### config.mk
export PLATFORM = sky130hd
export DESIGN_NAME = mem_addr_map
export DESIGN_NICKNAME = d
export VERILOG_FILES = /design/src/rtl/addr_map_pkg.sv /design/src/rtl/return_stack.sv /design/src/rtl/mem_addr_map.sv
export SDC_FILE = /design/constraint.sdc
export NUM_CORES = 1
export LEC_CHECK = 0
export BUFFER_PORTS_ARGS = -buffer_cell sky130_fd_sc_hd__buf_2
export CELL_PAD_IN_SITES_DETAIL_PLACEMENT = 0
export CELL_PAD_IN_SITES_GLOBAL_PLACEMENT = 1
export CORE_MARGIN = 2
export CORE_UTILIZATION = 46
export CTS_BUF_LIST = sky130_fd_sc_hd__clkbuf_2 sky130_fd_sc_hd__clkbuf_4 sky130_fd_sc_hd__clkbuf_8
export DETAILED_ROUTE_END_ITERATION = 12
export GPL_ROUTABILITY_DRIVEN = 0
export PLACE_DENSITY = 0.86
export SETUP_SLACK_MARGIN = 0.05
export SLEW_MARGIN = 10
export SYNTH_ARGS = -nofsm -noshare
export SYNTH_HDL_FRONTEND = slang
export SYNTH_SLANG_ARGS = --single-unit
### constraint.sdc
create_clock -name clk -period 3.3 [get_ports clk]
set_clock_uncertainty 0.05 [all_clocks]
set_input_delay 0.66 -clock clk [delete_from_list [all_inputs] [get_ports clk]]
set_output_delay 0.66 -clock clk [all_outputs]
set_load 0.02 [all_outputs]
### src/rtl/addr_map_pkg.sv
/*
  Constants shared by the memory addressing block: program counter width,
  vectors, data memory map and access kinds.
  Assumes nothing of its surroundings; imported by name only.
*/
package addr_map_pkg;

  localparam int          PC_W          = 11;
  localparam int          STACK_DEPTH   = 8;
  localparam logic [10:0] RESET_VECTOR  = 11'h000;
  localparam logic [10:0] SOFT_VECTOR   = 11'h001;
  localparam logic [10:0] HW_VECTOR     = 11'h008;
  localparam logic [10:0] ROLL_CODE_LO  = 11'h00E;
  localparam logic [10:0] ROLL_CODE_HI  = 11'h00F;
  localparam logic [10:0] RESERVED_LO   = 11'h7FE;
  localparam logic [6:0]  SFR_LAST      = 7'h1F;
  localparam logic [6:0]  RAM_FIRST     = 7'h20;
  localparam logic [6:0]  RAM_SPLIT     = 7'h40;
  localparam logic [6:0]  INDIRECT_ADDR = 7'h00;
  localparam logic [6:0]  POINTER_ADDR  = 7'h04;
  localparam logic [6:0]  STATUS_ADDR   = 7'h03;
  localparam int          BANK_HI_BIT   = 7;
  localparam int          BANK_LO_BIT   = 6;
  localparam logic [7:0]  STATUS_RESET  = 8'h00;
  localparam logic [7:0]  POINTER_RESET = 8'h00;
  localparam logic [1:0]  BANK0         = 2'h0;
  localparam logic [1:0]  BANK1         = 2'h1;
  localparam logic [1:0]  BANK2         = 2'h2;
  localparam logic [1:0]  BANK3         = 2'h3;

  typedef enum logic [3:0] {
    PC_STEP,
    PC_SHORT_JUMP,
    PC_SHORT_CALL,
    PC_LONG_JUMP,
    PC_LONG_CALL,
    PC_PLAIN_RETURN,
    PC_RETURN_LITERAL,
    PC_RETURN_INTERRUPT,
    PC_SOFT_INT,
    PC_HW_INT,
    PC_HOLD
  } pc_op_t;

  typedef enum logic [1:0] {
    PAGE_GENERAL,
    PAGE_PORT,
    PAGE_FUNCTION
  } page_t;

  typedef enum logic [1:0] {
    SPACE_NONE,
    SPACE_SFR,
    SPACE_RAM
  } space_t;

endpackage : addr_map_pkg

### src/rtl/return_stack.sv
/*
  Hardware return stack of program addresses with registered top output.
  Assumes the owner never pushes and pops in the same cycle.
*/
`timescale 1ns/1ns
module return_stack #(
  parameter int W     = 11,
  parameter int DEPTH = 8
) (
  input  wire logic         clk,
  input  wire logic         sys_rst,
  input  wire logic         clk_en,
  input  wire logic         push,
  input  wire logic         pop,
  input  wire logic [W-1:0] push_data,
  output logic      [W-1:0] top_data
);

  logic [W-1:0] mem_q [DEPTH];
  logic [W-1:0] mem_d [DEPTH];
  logic [W-1:0] top_d;
  logic [W-1:0] top_q;

  // A full stack wraps by shifting: the oldest entry falls off the bottom.
  always_comb begin
    for (int i = 0; i < DEPTH; i++) begin
      mem_d[i] = mem_q[i];
    end
    if (push) begin
      mem_d[0] = push_data;
      for (int i = 1; i < DEPTH; i++) begin
        mem_d[i] = mem_q[i-1];
      end
    end else if (pop) begin
      for (int i = 0; i < DEPTH - 1; i++) begin
        mem_d[i] = mem_q[i+1];
      end
      mem_d[DEPTH-1] = mem_q[DEPTH-1];
    end
    top_d = mem_d[0];
  end

  always_ff @(posedge clk) begin
    if (sys_rst) begin
      for (int i = 0; i < DEPTH; i++) begin
        mem_q[i] <= '0;
      end
      top_q <= '0;
    end else if (clk_en) begin
      mem_q <= mem_d;
      top_q <= top_d;
    end
  end

  assign top_data = top_q;

endmodule : return_stack

### src/rtl/mem_addr_map.sv
/*
  Program counter and data memory address formation for a small 8-bit core.
  Assumes the core decodes each instruction into one pc_op per cycle and
  presents data accesses with their page, opcode location and strobes.
*/
// Operation
// - Program counter is 11 bits wide, covering all 2K program words.
// - After reset the counter holds 0x000, the first fetch address.
// - A software interrupt loads the counter with 0x001.
// - Any hardware interrupt loads the counter with 0x008.
// - Short jump and short call take an 8-bit target, 256 locations.
// - Long jump and long call load any full 11-bit address.
// - Calls push the next program address; interrupt entry pushes the interrupted one.
// - All three return instructions pop the stack top into the counter.
// - Addresses 0x00E and 0x00F hold a rolling code, usable as code.
// - Data accesses split into general page, port page, function page.
// - Status bits 7 and 6 select one of four general-page banks.
// - Indirect access uses bank bits and file pointer bits 6 to 0.
// - Direct access uses bank bits and opcode bits 6 to 0.
// - General-page special registers serve ordinary instructions.
// - General-page special registers exist only at 0x00-0x1F, bank 0.
// - Banks 1 to 3 at 0x00-0x1F map onto the bank 0 registers.
// - RAM lives at 0x20-0x7F of bank 0 and 0x20-0x3F of bank 1.
// - Other banked RAM addresses alias onto present RAM.
// - Only their own instructions reach port page and function page.
// - Bank bits are ignored for port-page and function-page accesses.
`timescale 1ns/1ns
module mem_addr_map #(
  parameter int STACK_DEPTH = addr_map_pkg::STACK_DEPTH
) (
  input  wire logic                 clk,
  input  wire logic                 sys_rst,
  input  wire logic                 clk_en,
  input  addr_map_pkg::pc_op_t      pc_op,
  input  wire logic [10:0]          jump_target,
  input  wire logic                 acc_valid,
  input  addr_map_pkg::page_t       acc_page,
  input  wire logic [13:0]          opcode,
  input  wire logic                 acc_write,
  input  wire logic [7:0]           acc_wdata,
  output logic      [10:0]          fetch_addr,
  output logic      [10:0]          stack_top,
  output logic                      fetch_reserved,
  output logic                      fetch_roll_code,
  output logic      [1:0]           bank_sel,
  output logic      [7:0]           file_pointer,
  output logic                      sfr_sel,
  output logic      [4:0]           sfr_addr,
  output logic                      ram_sel,
  output logic                      ram_bank,
  output logic      [6:0]           ram_addr,
  output logic                      port_page_sel,
  output logic                      function_page_sel,
  output logic      [6:0]           special_page_addr,
  output logic                      acc_we
);

  // ****************************************************************
  // Program counter
  // ****************************************************************
  logic [10:0] pc_q;
  logic [10:0] pc_d;
  logic [10:0] pc_next_word;
  logic        push;
  logic        pop;

  always_comb begin
    pc_next_word = pc_q + 11'h001;
    pc_d         = pc_next_word;
    push         = 1'b0;
    pop          = 1'b0;
    case (pc_op)
      addr_map_pkg::PC_STEP: begin
        pc_d = pc_next_word;
      end
      addr_map_pkg::PC_SHORT_JUMP: begin
        pc_d = {3'h0, jump_target[7:0]};
      end
      addr_map_pkg::PC_SHORT_CALL: begin
        pc_d = {3'h0, jump_target[7:0]};
        push = 1'b1;
      end
      addr_map_pkg::PC_LONG_JUMP: begin
        pc_d = jump_target;
      end
      addr_map_pkg::PC_LONG_CALL: begin
        pc_d = jump_target;
        push = 1'b1;
      end
      addr_map_pkg::PC_PLAIN_RETURN,
      addr_map_pkg::PC_RETURN_LITERAL,
      addr_map_pkg::PC_RETURN_INTERRUPT: begin
        pc_d = stack_top;
        pop  = 1'b1;
      end
      addr_map_pkg::PC_SOFT_INT: begin
        // The interrupted word is re-fetched on return, so push pc_q.
        pc_d = addr_map_pkg::SOFT_VECTOR;
        push = 1'b1;
      end
      addr_map_pkg::PC_HW_INT: begin
        pc_d = addr_map_pkg::HW_VECTOR;
        push = 1'b1;
      end
      addr_map_pkg::PC_HOLD: begin
        pc_d = pc_q;
      end
      default: begin
        pc_d = pc_q;
      end
    endcase
  end

  logic [10:0] push_addr;

  // Calls push the word after the call; interrupts push the word not yet
  // executed.
  always_comb begin
    if (pc_op == addr_map_pkg::PC_SOFT_INT ||
        pc_op == addr_map_pkg::PC_HW_INT) begin
      push_addr = pc_q;
    end else begin
      push_addr = pc_next_word;
    end
  end

  always_ff @(posedge clk) begin
    if (sys_rst) begin
      pc_q <= addr_map_pkg::RESET_VECTOR;
    end else if (clk_en) begin
      pc_q <= pc_d;
    end
  end

  // ****************************************************************
  // Return stack
  // ****************************************************************
  return_stack #(
    .W     (addr_map_pkg::PC_W),
    .DEPTH (STACK_DEPTH)
  ) u_stack (
    .clk       (clk),
    .sys_rst   (sys_rst),
    .clk_en    (clk_en),
    .push      (push),
    .pop       (pop),
    .push_data (push_addr),
    .top_data  (stack_top)
  );

  assign fetch_addr = pc_q;

  // ****************************************************************
  // Fetch address flags
  // ****************************************************************
  logic reserved_q;
  logic reserved_d;
  logic roll_code_q;
  logic roll_code_d;

  // Flags only; the image is expected to keep clear of the top two words.
  // They are worked out from pc_d so that each stands, from a flip-flop,
  // in the same cycle as the fetch address it describes.
  always_comb begin
    reserved_d  = (pc_d >= addr_map_pkg::RESERVED_LO);
    roll_code_d = (pc_d == addr_map_pkg::ROLL_CODE_LO) ||
                  (pc_d == addr_map_pkg::ROLL_CODE_HI);
  end

  // The reset vector is neither reserved nor a rolling-code word.
  always_ff @(posedge clk) begin
    if (sys_rst) begin
      reserved_q  <= 1'b0;
      roll_code_q <= 1'b0;
    end else if (clk_en) begin
      reserved_q  <= reserved_d;
      roll_code_q <= roll_code_d;
    end
  end

  assign fetch_reserved  = reserved_q;
  assign fetch_roll_code = roll_code_q;

  // ****************************************************************
  // Bank selector and file pointer shadows
  // ****************************************************************
  logic [1:0] bank_q;
  logic [1:0] bank_d;
  logic [7:0] ptr_q;
  logic [7:0] ptr_d;
  logic [6:0] loc;
  logic       general;
  logic       indirect;
  logic       hit_status;
  logic       hit_pointer;

  assign general  = acc_valid && (acc_page == addr_map_pkg::PAGE_GENERAL);
  assign indirect = (opcode[6:0] == addr_map_pkg::INDIRECT_ADDR);
  // A pointer that holds 0 lands on location 0 itself, which decodes as a
  // special register instead of chaining through the pointer again.
  assign loc      = indirect ? ptr_q[6:0] : opcode[6:0];

  // Status and pointer sit in the special-register window, so every bank
  // reaches them.
  assign hit_status  = general && (loc == addr_map_pkg::STATUS_ADDR);
  assign hit_pointer = general && (loc == addr_map_pkg::POINTER_ADDR);

  always_comb begin
    bank_d = bank_q;
    ptr_d  = ptr_q;
    if (acc_write && hit_status) begin
      bank_d = acc_wdata[addr_map_pkg::BANK_HI_BIT:
                         addr_map_pkg::BANK_LO_BIT];
    end
    if (acc_write && hit_pointer) begin
      ptr_d = acc_wdata;
    end
  end

  always_ff @(posedge clk) begin
    if (sys_rst) begin
      bank_q <= addr_map_pkg::STATUS_RESET[7:6];
      ptr_q  <= addr_map_pkg::POINTER_RESET;
    end else if (clk_en) begin
      bank_q <= bank_d;
      ptr_q  <= ptr_d;
    end
  end

  assign bank_sel     = bank_q;
  assign file_pointer = ptr_q;

  // ****************************************************************
  // RAM bank aliasing
  // ****************************************************************
  logic low_ram;
  logic alias_bank;

  assign low_ram = (loc < addr_map_pkg::RAM_SPLIT);

  // Only bank 0 holds the upper RAM, so every bank folds onto it there;
  // the lower RAM exists twice and the odd banks reach the second copy.
  always_comb begin
    case (bank_q)
      addr_map_pkg::BANK0: begin
        alias_bank = 1'b0;
      end
      addr_map_pkg::BANK1: begin
        alias_bank = low_ram;
      end
      addr_map_pkg::BANK2: begin
        alias_bank = 1'b0;
      end
      addr_map_pkg::BANK3: begin
        alias_bank = low_ram;
      end
      default: begin
        alias_bank = 1'b0;
      end
    endcase
  end

  // ****************************************************************
  // Data address decode
  // ****************************************************************
  always_comb begin
    sfr_sel           = 1'b0;
    sfr_addr          = loc[4:0];
    ram_sel           = 1'b0;
    ram_bank          = 1'b0;
    ram_addr          = loc;
    port_page_sel     = 1'b0;
    function_page_sel = 1'b0;
    special_page_addr = opcode[6:0];
    if (acc_valid) begin
      case (acc_page)
        addr_map_pkg::PAGE_GENERAL: begin
          if (loc <= addr_map_pkg::SFR_LAST) begin
            sfr_sel = 1'b1;
          end else begin
            ram_sel  = 1'b1;
            ram_bank = alias_bank;
          end
        end
        addr_map_pkg::PAGE_PORT: begin
          port_page_sel = 1'b1;
        end
        addr_map_pkg::PAGE_FUNCTION: begin
          function_page_sel = 1'b1;
        end
        default: begin
          sfr_sel = 1'b0;
        end
      endcase
    end
  end

  assign acc_we = acc_valid && acc_write;

endmodule : mem_addr_map

==> run_results.csv, run 1 <==
group,metric,value,unit
setup_path,cp-startpoint,"opcode[1]",
setup_path,cpMaxStageDelayCell,"or4_4",
clock_network,ctsHoldBuffers,0,
drt,antenna_left,0,
drt,avgRoutedWirePerCell,15.1,µm
setup_path,critical_path_class,"primary input to output port",
setup_path,critPathArrivalTime,2.25,ns
clock_network,cts_tree,"yes",
layout,layout-drive-gt1-share,17.7,%
timing,rsz0062_at_grt,"false",
yosys,yosys_warnings,0,
clock_network,clkSlewWorstSetupHoldPaths,0.10,ns
global_routing,first_global_vias,4873,
min_path,holdCritPathClass,"flop to flop",
layout,fill_cells,1247,
flow_run,drv_cap,0,
drt,drc,0,
yosys,synthMuxAreaShare,4.48,%
yosys,syn-cell-area,0.00586,mm²
setup_path,crit_top_cell,"buf_2",
placement,place_area,0.00628,mm²
yosys,synth_compound_area_share,22.0,%
yosys,synth_flop_cell,"dfxtp_1",
drt,avgViaCountPerCell,5.71,
placement,port_buffers,95,
timing,worst_slew_margin_rel,47.0,%
timing,tightestPinTransition,0.786,ns
setup_path,critPathTopFamily,"simple AND/OR/NAND/NOR gates",
floorplanning,floorplan.initialDensity,46.8,%
setup_path,endpoint_kind,"output port",
global_routing,grt_max_degree,60,
outcome,outcome,"finished, final reports clean",
placement,dp.cells,957,
yosys,syn_nets,804,
drt,route.vias.total,5555,
setup_path,path_cells,"buf_2 -> or4_4 -> nor4_4 -> nand2_1 -> a21boi_1 -> and3_1 -> buf_2",
layout,n_antenna_cell,0,
yosys,ys_async_sr_fraction,0,%
global_routing,gr-total-overflow,0,
global_routing,gr-usage-all-layers,20.6,%
timing,fmax,0.338,GHz
timing,final_hold_viol_count,0,
timing,finalCriticalPeriod,2.96,ns
yosys,ys_ff_latch,111,
layout,most-common-layout-cells,"nand2_1 (175), dfxtp_1 (111), nor2_1 (108)",
power_and_ir_drop,p_per_area,429,mW/mm²
floorplanning,core,0.0125,mm²
yosys,avgSynthCellArea,7.72,µm²
clock_network,htreeDepth,3,
floorplanning,ios,103,
yosys,syn_inst,759,
yosys,synthXorXnorAreaFrac,0.896,%
yosys,synth_top_family_by_area,"simple AND/OR/NAND/NOR gates",
global_routing,antenna_found_initial,0,
yosys,synth-edff-count,0,
clock_network,clock_path_buffers,2,
power_and_ir_drop,ir_worst_vdd,0.233,mV
timing,fin_setup_tns,0,ns
setup_path,crit_buf_inv,2,
yosys,synth.distinct_cells,61,
setup_path,slowest_delay,0.58,ns
layout,final_common_cell,"nand2_1",
clock_network,post_cts_buffers,0,
floorplanning,dieHeight,117,µm
global_routing,grt_pass1_wl,22800,µm
timing,setup_viol,0,
clock_network,cts_root_buffer,"clkbuf_8",
drt,drt-total-wl,14700,µm
drt,drtIter0Drc,411,
yosys,ys_seq_area_share,37.9,%
setup_path,start_kind,"primary input",
layout,fin_area,0.00647,mm²
timing,finalCritPeriodShare,89.7,%
layout,fin_nets,841,
setup_path,required,2.59,ns
clock_network,cts_resized,0,
floorplanning,row_count,41,
min_path,hp-start,"fetch_roll_code",
power_and_ir_drop,p_leak,2.40,nW
yosys,synth-simple-area-share,26.1,%
layout,final_cell_count_no_fill,973,
power_and_ir_drop,p_total,2.78,mW
setup_path,worstReg2RegStart,"fetch_addr[1]",
clock_network,clock_latency,0.38,ns
clock_network,numCtsBuffers,9,
placement,post-dp-hpwl,10100,µm
floorplanning,fp.dieArea,0.0137,mm²
setup_path,cp_max_fo,5,
yosys,synth-adder-area-share,0.213,%
layout,area_delta_synth_final,10.4,%
clock_network,clock_sinks,111,
floorplanning,die_w,117,µm
drt,drtPass1Iterations,5,
timing,maxSlewViolCount,0,
-- final timing paths --
path / endpoint / slack [ns] / depth (start not counted)
min: fetch_roll_code / 0.40 / 2
max reg2reg: fetch_reserved / 0.80 / 8
min reg2reg: fetch_roll_code / 0.40 / 2
max: ram_bank / 0.34 / 7
-- report_power, final --
group	internal, mW	switching (mW)	total [mW]
clock network	0.334	0.483	0.816
registers	1.41	0.0697	1.48
logic	0.173	0.306	0.479
total	1.92	0.859	2.78
-- layer usage --
layer  global-route usage [%]  up-vias  wire (µm)
met1                     26.2     2613       6520
li1                         -     2745          -
met4                     7.06        0        258
met5                        0        -          0
met3                     4.33       21        913
met2                     35.0      176       6980
-- cell type report --
type                       instances  area [µm²]  share of cell area [%]
clock inverter                     4        33.8                   0.522
timing repair buffer             109         633                    9.79
tap                              172         215                    3.33
sequential                       111        2220                    34.3
inverter                           9        33.8                   0.522
multi-input combinational        556        3170                    49.0
clock buffer                      12         159                    2.46
-- registers in the layout, indices dropped and copies added (netlist names) --
register and count:
u_stack.mem_q 77, fetch_addr 11, u_stack.top_data 11, file_pointer 8, bank_sel 2, fetch_reserved 1
fetch_roll_code 1
-- worst reg2reg max path, stage by stage, from the launching register on --
cell and delay, ns:
dfxtp_1 0.49, ha_1 0.34, xor2_1 0.17, nor3_1 0.06, o32ai_1 0.21, a31oi_1 0.08
or4_1 0.55, nor4_1 0.33, a22o_1 0.17
-- stage by stage --
step                      utilization [%]  setup slack (ns)  hold slack (ns)
after floorplan                         -             0.217            0.405
after global placement               50.1             0.355            0.385
after detailed placement             50.1             0.339            0.388
after CTS                            51.7             0.334            0.402
after global routing                 51.7             0.276            0.420
final                                51.7             0.339            0.403
-- synth_stat cells (6+ instances only) --
cell type | n | area (µm²)
a21oi_1 | 28 | 140
buf_4 | 27 | 203
dfxtp_1 | 111 | 2220
a21o_1 | 6 | 45.0
a311oi_1 | 70 | 613
buf_2 | 15 | 75.1
nand3_1 | 12 | 60.1
mux2i_1 | 24 | 240
or3_1 | 8 | 50.1
nand2_1 | 175 | 657
o211ai_1 | 11 | 82.6
clkbuf_1 | 34 | 128
nor2_1 | 108 | 405
a31oi_1 | 7 | 43.8
o21ai_0 | 24 | 120
inv_1 | 9 | 33.8
nor3_1 | 13 | 65.1
-- logic make-up after synthesis --
| logic type | count (synthesis) |
|---|---|
| buf+inv | 92 |
| mux | 26 |
| compound gates | 175 |
| simple gates | 348 |
| fa+ha+maj | 1 |
| xor+xnor | 6 |
| flops | 111 |
Note: power is estimated with default switching activity, not from simulation.
==> run 2: changes to the inputs <==
--- a/config.mk
+++ b/config.mk
@@ -9,13 +9,14 @@
 export CELL_PAD_IN_SITES_DETAIL_PLACEMENT = 0
 export CELL_PAD_IN_SITES_GLOBAL_PLACEMENT = 1
 export CORE_MARGIN = 2
-export CORE_UTILIZATION = 46
+export CORE_UTILIZATION = 49
 export CTS_BUF_LIST = sky130_fd_sc_hd__clkbuf_2 sky130_fd_sc_hd__clkbuf_4 sky130_fd_sc_hd__clkbuf_8
 export DETAILED_ROUTE_END_ITERATION = 12
 export GPL_ROUTABILITY_DRIVEN = 0
-export PLACE_DENSITY = 0.86
+export PLACE_DENSITY = 0.87
 export SETUP_SLACK_MARGIN = 0.05
 export SLEW_MARGIN = 10
 export SYNTH_ARGS = -nofsm -noshare
 export SYNTH_HDL_FRONTEND = slang
+export SYNTH_HIERARCHICAL = 1
 export SYNTH_SLANG_ARGS = --single-unit
==> run_results.csv, run 2 <==
group,metric,value,unit
outcome,outcome,"finished, final reports clean",
setup_path,cp_max_fo,5,
clock_network,post_cts_buffers,0,
clock_network,clkSlewWorstSetupHoldPaths,0.10,ns
drt,drc,0,
drt,highest_layer,"met4",
clock_network,cts_root_buffer,"clkbuf_8",
yosys,synth_compound_area_share,25.6,%
yosys,syn-cell-area,0.00675,mm²
setup_path,critPathArrivalTime,2.09,ns
yosys,syn_inst,734,
clock_network,htreeDepth,3,
floorplanning,floorplan.initialDensity,50.5,%
yosys,synth-edff-count,0,
setup_path,endpoint_kind,"output port",
timing,fmax,0.357,GHz
yosys,synth-simple-area-share,17.5,%
yosys,avgSynthCellArea,9.19,µm²
drt,wl_met1,7380,µm
setup_path,cpMaxStageDelayCell,"or3_1",
floorplanning,row_count,42,
drt,drtPass1Iterations,5,
clock_network,numCtsBuffers,9,
setup_path,crit_buf_inv,2,
yosys,synth.most_common_cell,"dfxtp_1",
setup_path,start_kind,"primary input",
timing,finalCriticalPeriod,2.80,ns
timing,worst_slew_margin_rel,51.6,%
clock_network,ctsHoldBuffers,0,
floorplanning,core,0.0133,mm²
global_routing,gr-usage-all-layers,21.0,%
layout,fin_nets,804,
yosys,ys_async_sr_fraction,0,%
drt,route.met2.wl,7540,µm
setup_path,critical_path_class,"primary input to output port",
floorplanning,dieHeight,121,µm
setup_path,critPathTopFamily,"simple AND/OR/NAND/NOR gates",
floorplanning,fp.dieArea,0.0147,mm²
global_routing,antenna_found_initial,0,
clock_network,clock_sinks,111,
drt,route.vias.total,5612,
power_and_ir_drop,p_total,2.69,mW
power_and_ir_drop,p_per_area,369,mW/mm²
clock_network,clock_path_buffers,2,
timing,fin_setup_tns,0,ns
timing,maxSlewViolCount,0,
clock_network,clock_latency,0.38,ns
flow_run,drv_cap,0,
yosys,synth_top_area_share,32.9,%
drt,avgRoutedWirePerCell,16.9,µm
clock_network,cts_tree,"yes",
placement,port_buffers,95,
yosys,synthMuxAreaShare,13.1,%
drt,drtIter0Drc,488,
global_routing,grt_max_degree,93,
timing,setup_viol,0,
setup_path,slowest_delay,0.42,ns
yosys,synth_commonest_cells,"dfxtp_1 (111), mux2i_1 (87), nand2b_1 (81)",
placement,post-dp-hpwl,10300,µm
drt,antenna_left,0,
floorplanning,die_w,121,µm
setup_path,path_cells,"buf_2 -> or3_1 -> nor4_2 -> nand2_1 -> a21boi_0 -> and3_1 -> buf_2",
yosys,synth_flop_cell,"dfxtp_1",
timing,rsz0062_at_grt,"false",
layout,n_antenna_cell,0,
timing,tightestPinTransition,0.720,ns
yosys,ys_seq_area_share,32.9,%
drt,drt-total-wl,15900,µm
yosys,yosysTopAreaCell,"dfxtp_1",
setup_path,crit_top_cell,"buf_2",
layout,area_delta_synth_final,8.01,%
layout,final_util,54.6,%
min_path,holdCritPathClass,"flop to flop",
global_routing,gr-total-overflow,0,
drt,dr_wl_met3,575,µm
layout,most-common-layout-cells,"dfxtp_1 (111), buf_2 (95), mux2i_1 (87)",
yosys,syn_nets,779,
power_and_ir_drop,p_leak,2.54,nW
layout,layout-drive-gt1-share,24.5,%
clock_network,cts_resized,0,
global_routing,grt_pass1_wl,25200,µm
layout,largest_reg_flops,77,
layout,top_register,"u_stack/mem_q",
timing,finalCritPeriodShare,84.8,%
placement,place_area,0.00708,mm²
drt,avgViaCountPerCell,5.97,
setup_path,required,2.59,ns
power_and_ir_drop,ir_worst_vdd,0.170,mV
yosys,ys_ff_latch,111,
timing,final_hold_viol_count,0,
yosys,yosys_warnings,6,
yosys,synth_top_family_by_area,"compound AO/OA/AOI/OAI gates",
yosys,synth-adder-area-share,0.185,%
global_routing,first_global_vias,5089,
yosys,yosys-top-cells-area,"dfxtp_1 (33%), mux2i_1 (13%), nand2b_1 (7.5%)",
floorplanning,ios,103,
yosys,synth.distinct_cells,57,
layout,final_common_cell,"dfxtp_1",
yosys,synthXorXnorAreaFrac,1.82,%
layout,fin_area,0.00729,mm²
==> run 2: per-stage QoR <==
stage               hold slack, ns  cells  setup slack [ns]
global route                 0.454    940             0.412
global placement             0.388    924             0.407
floorplan                    0.406    734            0.0555
CTS                          0.437    940             0.513
finish                       0.435    940             0.501
detailed placement           0.421    924             0.333
==> run 2: area by class of cell <==
class	instances	area, µm²
timing repair buffer	108	636
fill	1214	6060
sequential	111	2220
clock buffer	10	138
inverter	15	56.3
tap	176	220
multi-input combinational	514	3950
clock inverter	6	67.6
==> run 2: final timing paths <==
path	startpoint	end	slack [ns]	cells past startpoint
worst max-delay path	opcode[1]	ram_bank	0.50	7
worst min-delay path	u_stack/mem_q[15]	u_stack/mem_q[4]	0.44	2
worst max register to register	fetch_addr[3]	fetch_reserved	1.05	7
worst min register to register	u_stack/mem_q[15]	u_stack/mem_q[4]	0.44	2
==> run 2: power breakdown <==
group | switching [mW] | internal, mW
sequential | 0.0238 | 1.35
clock | 0.477 | 0.375
combinational | 0.296 | 0.168
==> run 2: cells by family (layout without fill, tap and decap cells) <==
group	Yosys count	after routing
AOI/OAI and AO/OA	201	201
buffers and inverters	109	139
DFF	111	111
adders and majority gates	1	1
xor gates and xnor gates	14	14
and+or+nand+nor	210	210
muxes	88	88
==> run 2: worst reg2reg max path, cell delays in order (launching register included) <==
cell and delay (ns):
dfxtp_1 0.57, and3_1 0.31, and3_1 0.29, a21oi_1 0.09
o21ai_0 0.16, o21ai_0 0.13, nor4_1 0.42, a22o_1 0.18
==> run 2: metal layers <==
metal	global-route usage, %	vias to the layer above
li1	-	2736
met1	28.9	2718
met2	33.0	128
met3	2.91	30
met4	9.12	0
met5	0	-
==> run 3: changes to the inputs <==
--- a/config.mk
+++ b/config.mk
@@ -5,15 +5,16 @@
 export SDC_FILE = /design/constraint.sdc
 export NUM_CORES = 1
 export LEC_CHECK = 0
+export ABC_AREA = 1
 export BUFFER_PORTS_ARGS = -buffer_cell sky130_fd_sc_hd__buf_2
 export CELL_PAD_IN_SITES_DETAIL_PLACEMENT = 0
 export CELL_PAD_IN_SITES_GLOBAL_PLACEMENT = 1
 export CORE_MARGIN = 2
-export CORE_UTILIZATION = 49
+export CORE_UTILIZATION = 40
 export CTS_BUF_LIST = sky130_fd_sc_hd__clkbuf_2 sky130_fd_sc_hd__clkbuf_4 sky130_fd_sc_hd__clkbuf_8
 export DETAILED_ROUTE_END_ITERATION = 12
 export GPL_ROUTABILITY_DRIVEN = 0
-export PLACE_DENSITY = 0.87
+export PLACE_DENSITY = 0.8
 export SETUP_SLACK_MARGIN = 0.05
 export SLEW_MARGIN = 10
 export SYNTH_ARGS = -nofsm -noshare
==> constraint.sdc (replaced) <==
create_clock -name clk -period 2.8 [get_ports clk]
set_clock_uncertainty 0.05 [all_clocks]
set_input_delay 0.56 -clock clk [delete_from_list [all_inputs] [get_ports clk]]
set_output_delay 0.56 -clock clk [all_outputs]
set_load 0.02 [all_outputs]
==> run_results.csv, run 3 <==
group,metric,value,unit
outcome,outcome,"finished, final reports clean",
drt,route.vias.total,6739,
drt,drtPass1Iterations,5,
yosys,avgSynthCellArea,5.72,µm²
timing,rsz0062_at_grt,"false",
layout,fin_area,0.00745,mm²
setup_path,critPathArrivalTime,1.76,ns
min_path,hp-start,"acc_wdata[6]",
layout,final_util,44.9,%
yosys,yosys-top-cells-area,"dfxtp_1 (33%), nand2_1 (23%), nor2_1 (13%)",
yosys,synth_flop_cell,"dfxtp_1",
yosys,syn_inst,1182,
clock_network,post_cts_buffers,0,
clock_network,htreeDepth,3,
drt,drc,0,
layout,final_common_cell,"nand2_1",
yosys,ys_ff_latch,111,
clock_network,numCtsBuffers,9,
layout,seqCellArea,0.00222,mm²
layout,most-common-layout-cells,"nand2_1 (422), nor2_1 (234), inv_1 (129)",
layout,fill_cells,1869,
flow_run,drv_cap,0,
layout,largest_reg_flops,77,
clock_network,cts_tree,"yes",
yosys,synth_top_area_share,32.8,%
global_routing,antenna_found_initial,0,
power_and_ir_drop,p_per_area,472,mW/mm²
clock_network,cts_root_buffer,"clkbuf_8",
setup_path,critical_path_class,"primary input to output port",
yosys,synth.most_common_cell,"nand2_1",
clock_network,clock_sinks,111,
global_routing,first_global_vias,5956,
floorplanning,floorplan.initialDensity,40.8,%
timing,fmax,0.422,GHz
floorplanning,core,0.0166,mm²
yosys,syn-cell-area,0.00677,mm²
layout,final_cell_count_no_fill,1446,
placement,port_buffers,95,
min_path,holdCritPathClass,"primary input to flop",
yosys,ys_async_sr_fraction,0,%
drt,drtIter0Drc,453,
timing,finalCriticalPeriod,2.37,ns
layout,multi_input_area,0.00360,mm²
drt,antenna_left,0,
yosys,ys_seq_area_share,32.8,%
placement,place_area,0.00728,mm²
clock_network,cts_resized,0,
timing,fin_setup_tns,0,ns
placement,dp.cells,1432,
power_and_ir_drop,p_leak,4.09,nW
placement,post-dp-hpwl,11300,µm
yosys,synth-edff-count,0,
layout,fin_nets,1268,
setup_path,cp-startpoint,"opcode[2]",
setup_path,endpoint_kind,"output port",
layout,layout-drive-gt1-share,12.4,%
floorplanning,dieHeight,134,µm
drt,drt-total-wl,17600,µm
yosys,yosysTopAreaCell,"dfxtp_1",
floorplanning,fp.dieArea,0.0180,mm²
floorplanning,die_w,134,µm
global_routing,gr-total-overflow,0,
clock_network,clkSlewWorstSetupHoldPaths,0.10,ns
timing,maxSlewViolCount,0,
timing,worst_slew_margin_rel,59.2,%
timing,tightestPinTransition,0.612,ns
yosys,synth.distinct_cells,31,
setup_path,required,2.19,ns
global_routing,grt_pass1_wl,28900,µm
clock_network,clock_path_buffers,2,
clock_network,clock_latency,0.39,ns
global_routing,gr-usage-all-layers,19.4,%
power_and_ir_drop,ir_worst_vdd,0.226,mV
floorplanning,row_count,47,
layout,top_register,"u_stack/mem_q",
clock_network,ctsHoldBuffers,0,
yosys,syn_nets,1227,
setup_path,start_kind,"primary input",
setup_path,worstReg2RegStart,"fetch_addr[0]",
setup_path,cp_max_fo,7,
timing,final_hold_viol_count,0,
drt,avgRoutedWirePerCell,12.2,µm
layout,area_delta_synth_final,10.1,%
power_and_ir_drop,p_total,3.51,mW
timing,finalCritPeriodShare,84.5,%
drt,avgViaCountPerCell,4.66,
floorplanning,ios,103,
yosys,synth_commonest_cells,"nand2_1 (423), nor2_1 (234), inv_1 (129)",
yosys,yosys_warnings,6,
global_routing,grt_max_degree,78,
timing,setup_viol,0,
layout,n_antenna_cell,0,
-- run 3: cell types whose count changed in the layout (fill, tap and decap cells not counted), moves of 14 or more --
cell,change
o32ai_1,-47
a21oi_1,-18
nor2_1,+191
nand2b_1,-80
inv_1,+115
mux2i_1,-87
nand2_1,+394
a31oi_1,-14
o32ai_2,-30
nand3_1,+93
-- run 3: final cells by class --
class,count,share of cell area (%)
inverters,136,6.86
clock inverters,3,0.286
clock buffers,11,1.95
flip-flops and latches,111,29.8
well taps,220,3.70
multi-input cells,854,48.4
repair buffers,111,9.01
-- run 3: cells by family (layout without fill, tap and decap cells) --
family | Yosys count | count (layout) | synth area share (%)
flops | 111 | 111 | 32.8
xor+xnor | 1 | 1 | 0.129
fa+ha+maj | 1 | 1 | 0.185
simple gates | 795 | 795 | 47.9
compound gates | 57 | 57 | 4.72
buf+inv | 217 | 261 | 14.3
-- run 3: worst max-delay path, stage by stage --
cell	delay, ns
buf_2	0.10
inv_1	0.09
nand4_1	0.17
nor2_4	0.20
nand2_1	0.07
nand2_1	0.12
inv_1	0.07
nor4_1	0.17
buf_2	0.21
-- run 3: routing by layer --
metal / vias to the layer above / part of all wire (%) / global-route usage [%]
met3: 19 / 3.9 / 2.57
met2: 130 / 43 / 30.5
met4: 0 / 1.6 / 6.55
met5: - / 0 / 0
met1: 2951 / 51 / 27.5
li1: 3639 / - / -
-- run 3: worst paths after layout --
kind / endpoint / slack (ns) / cells after the start
hold reg to reg: fetch_reserved / 0.43 / 2
setup reg to reg: fetch_roll_code / 0.78 / 11
setup / recovery: ram_bank / 0.43 / 9
hold / removal: bank_sel[0] / 0.37 / 3
-- run 3: report_power, final --
part / switching [mW] / internal [mW]
logic: 0.509 / 0.287
clock network: 0.573 / 0.350
registers: 0.101 / 1.69
total: 1.18 / 2.33
-- run 3: stage by stage --
stage               hold slack (ns)  worst slack (ns)
floorplan                     0.404             0.306
global placement              0.400             0.320
detailed placement            0.409             0.305
CTS                           0.342             0.429
global route                  0.360             0.302
finish                        0.368             0.433
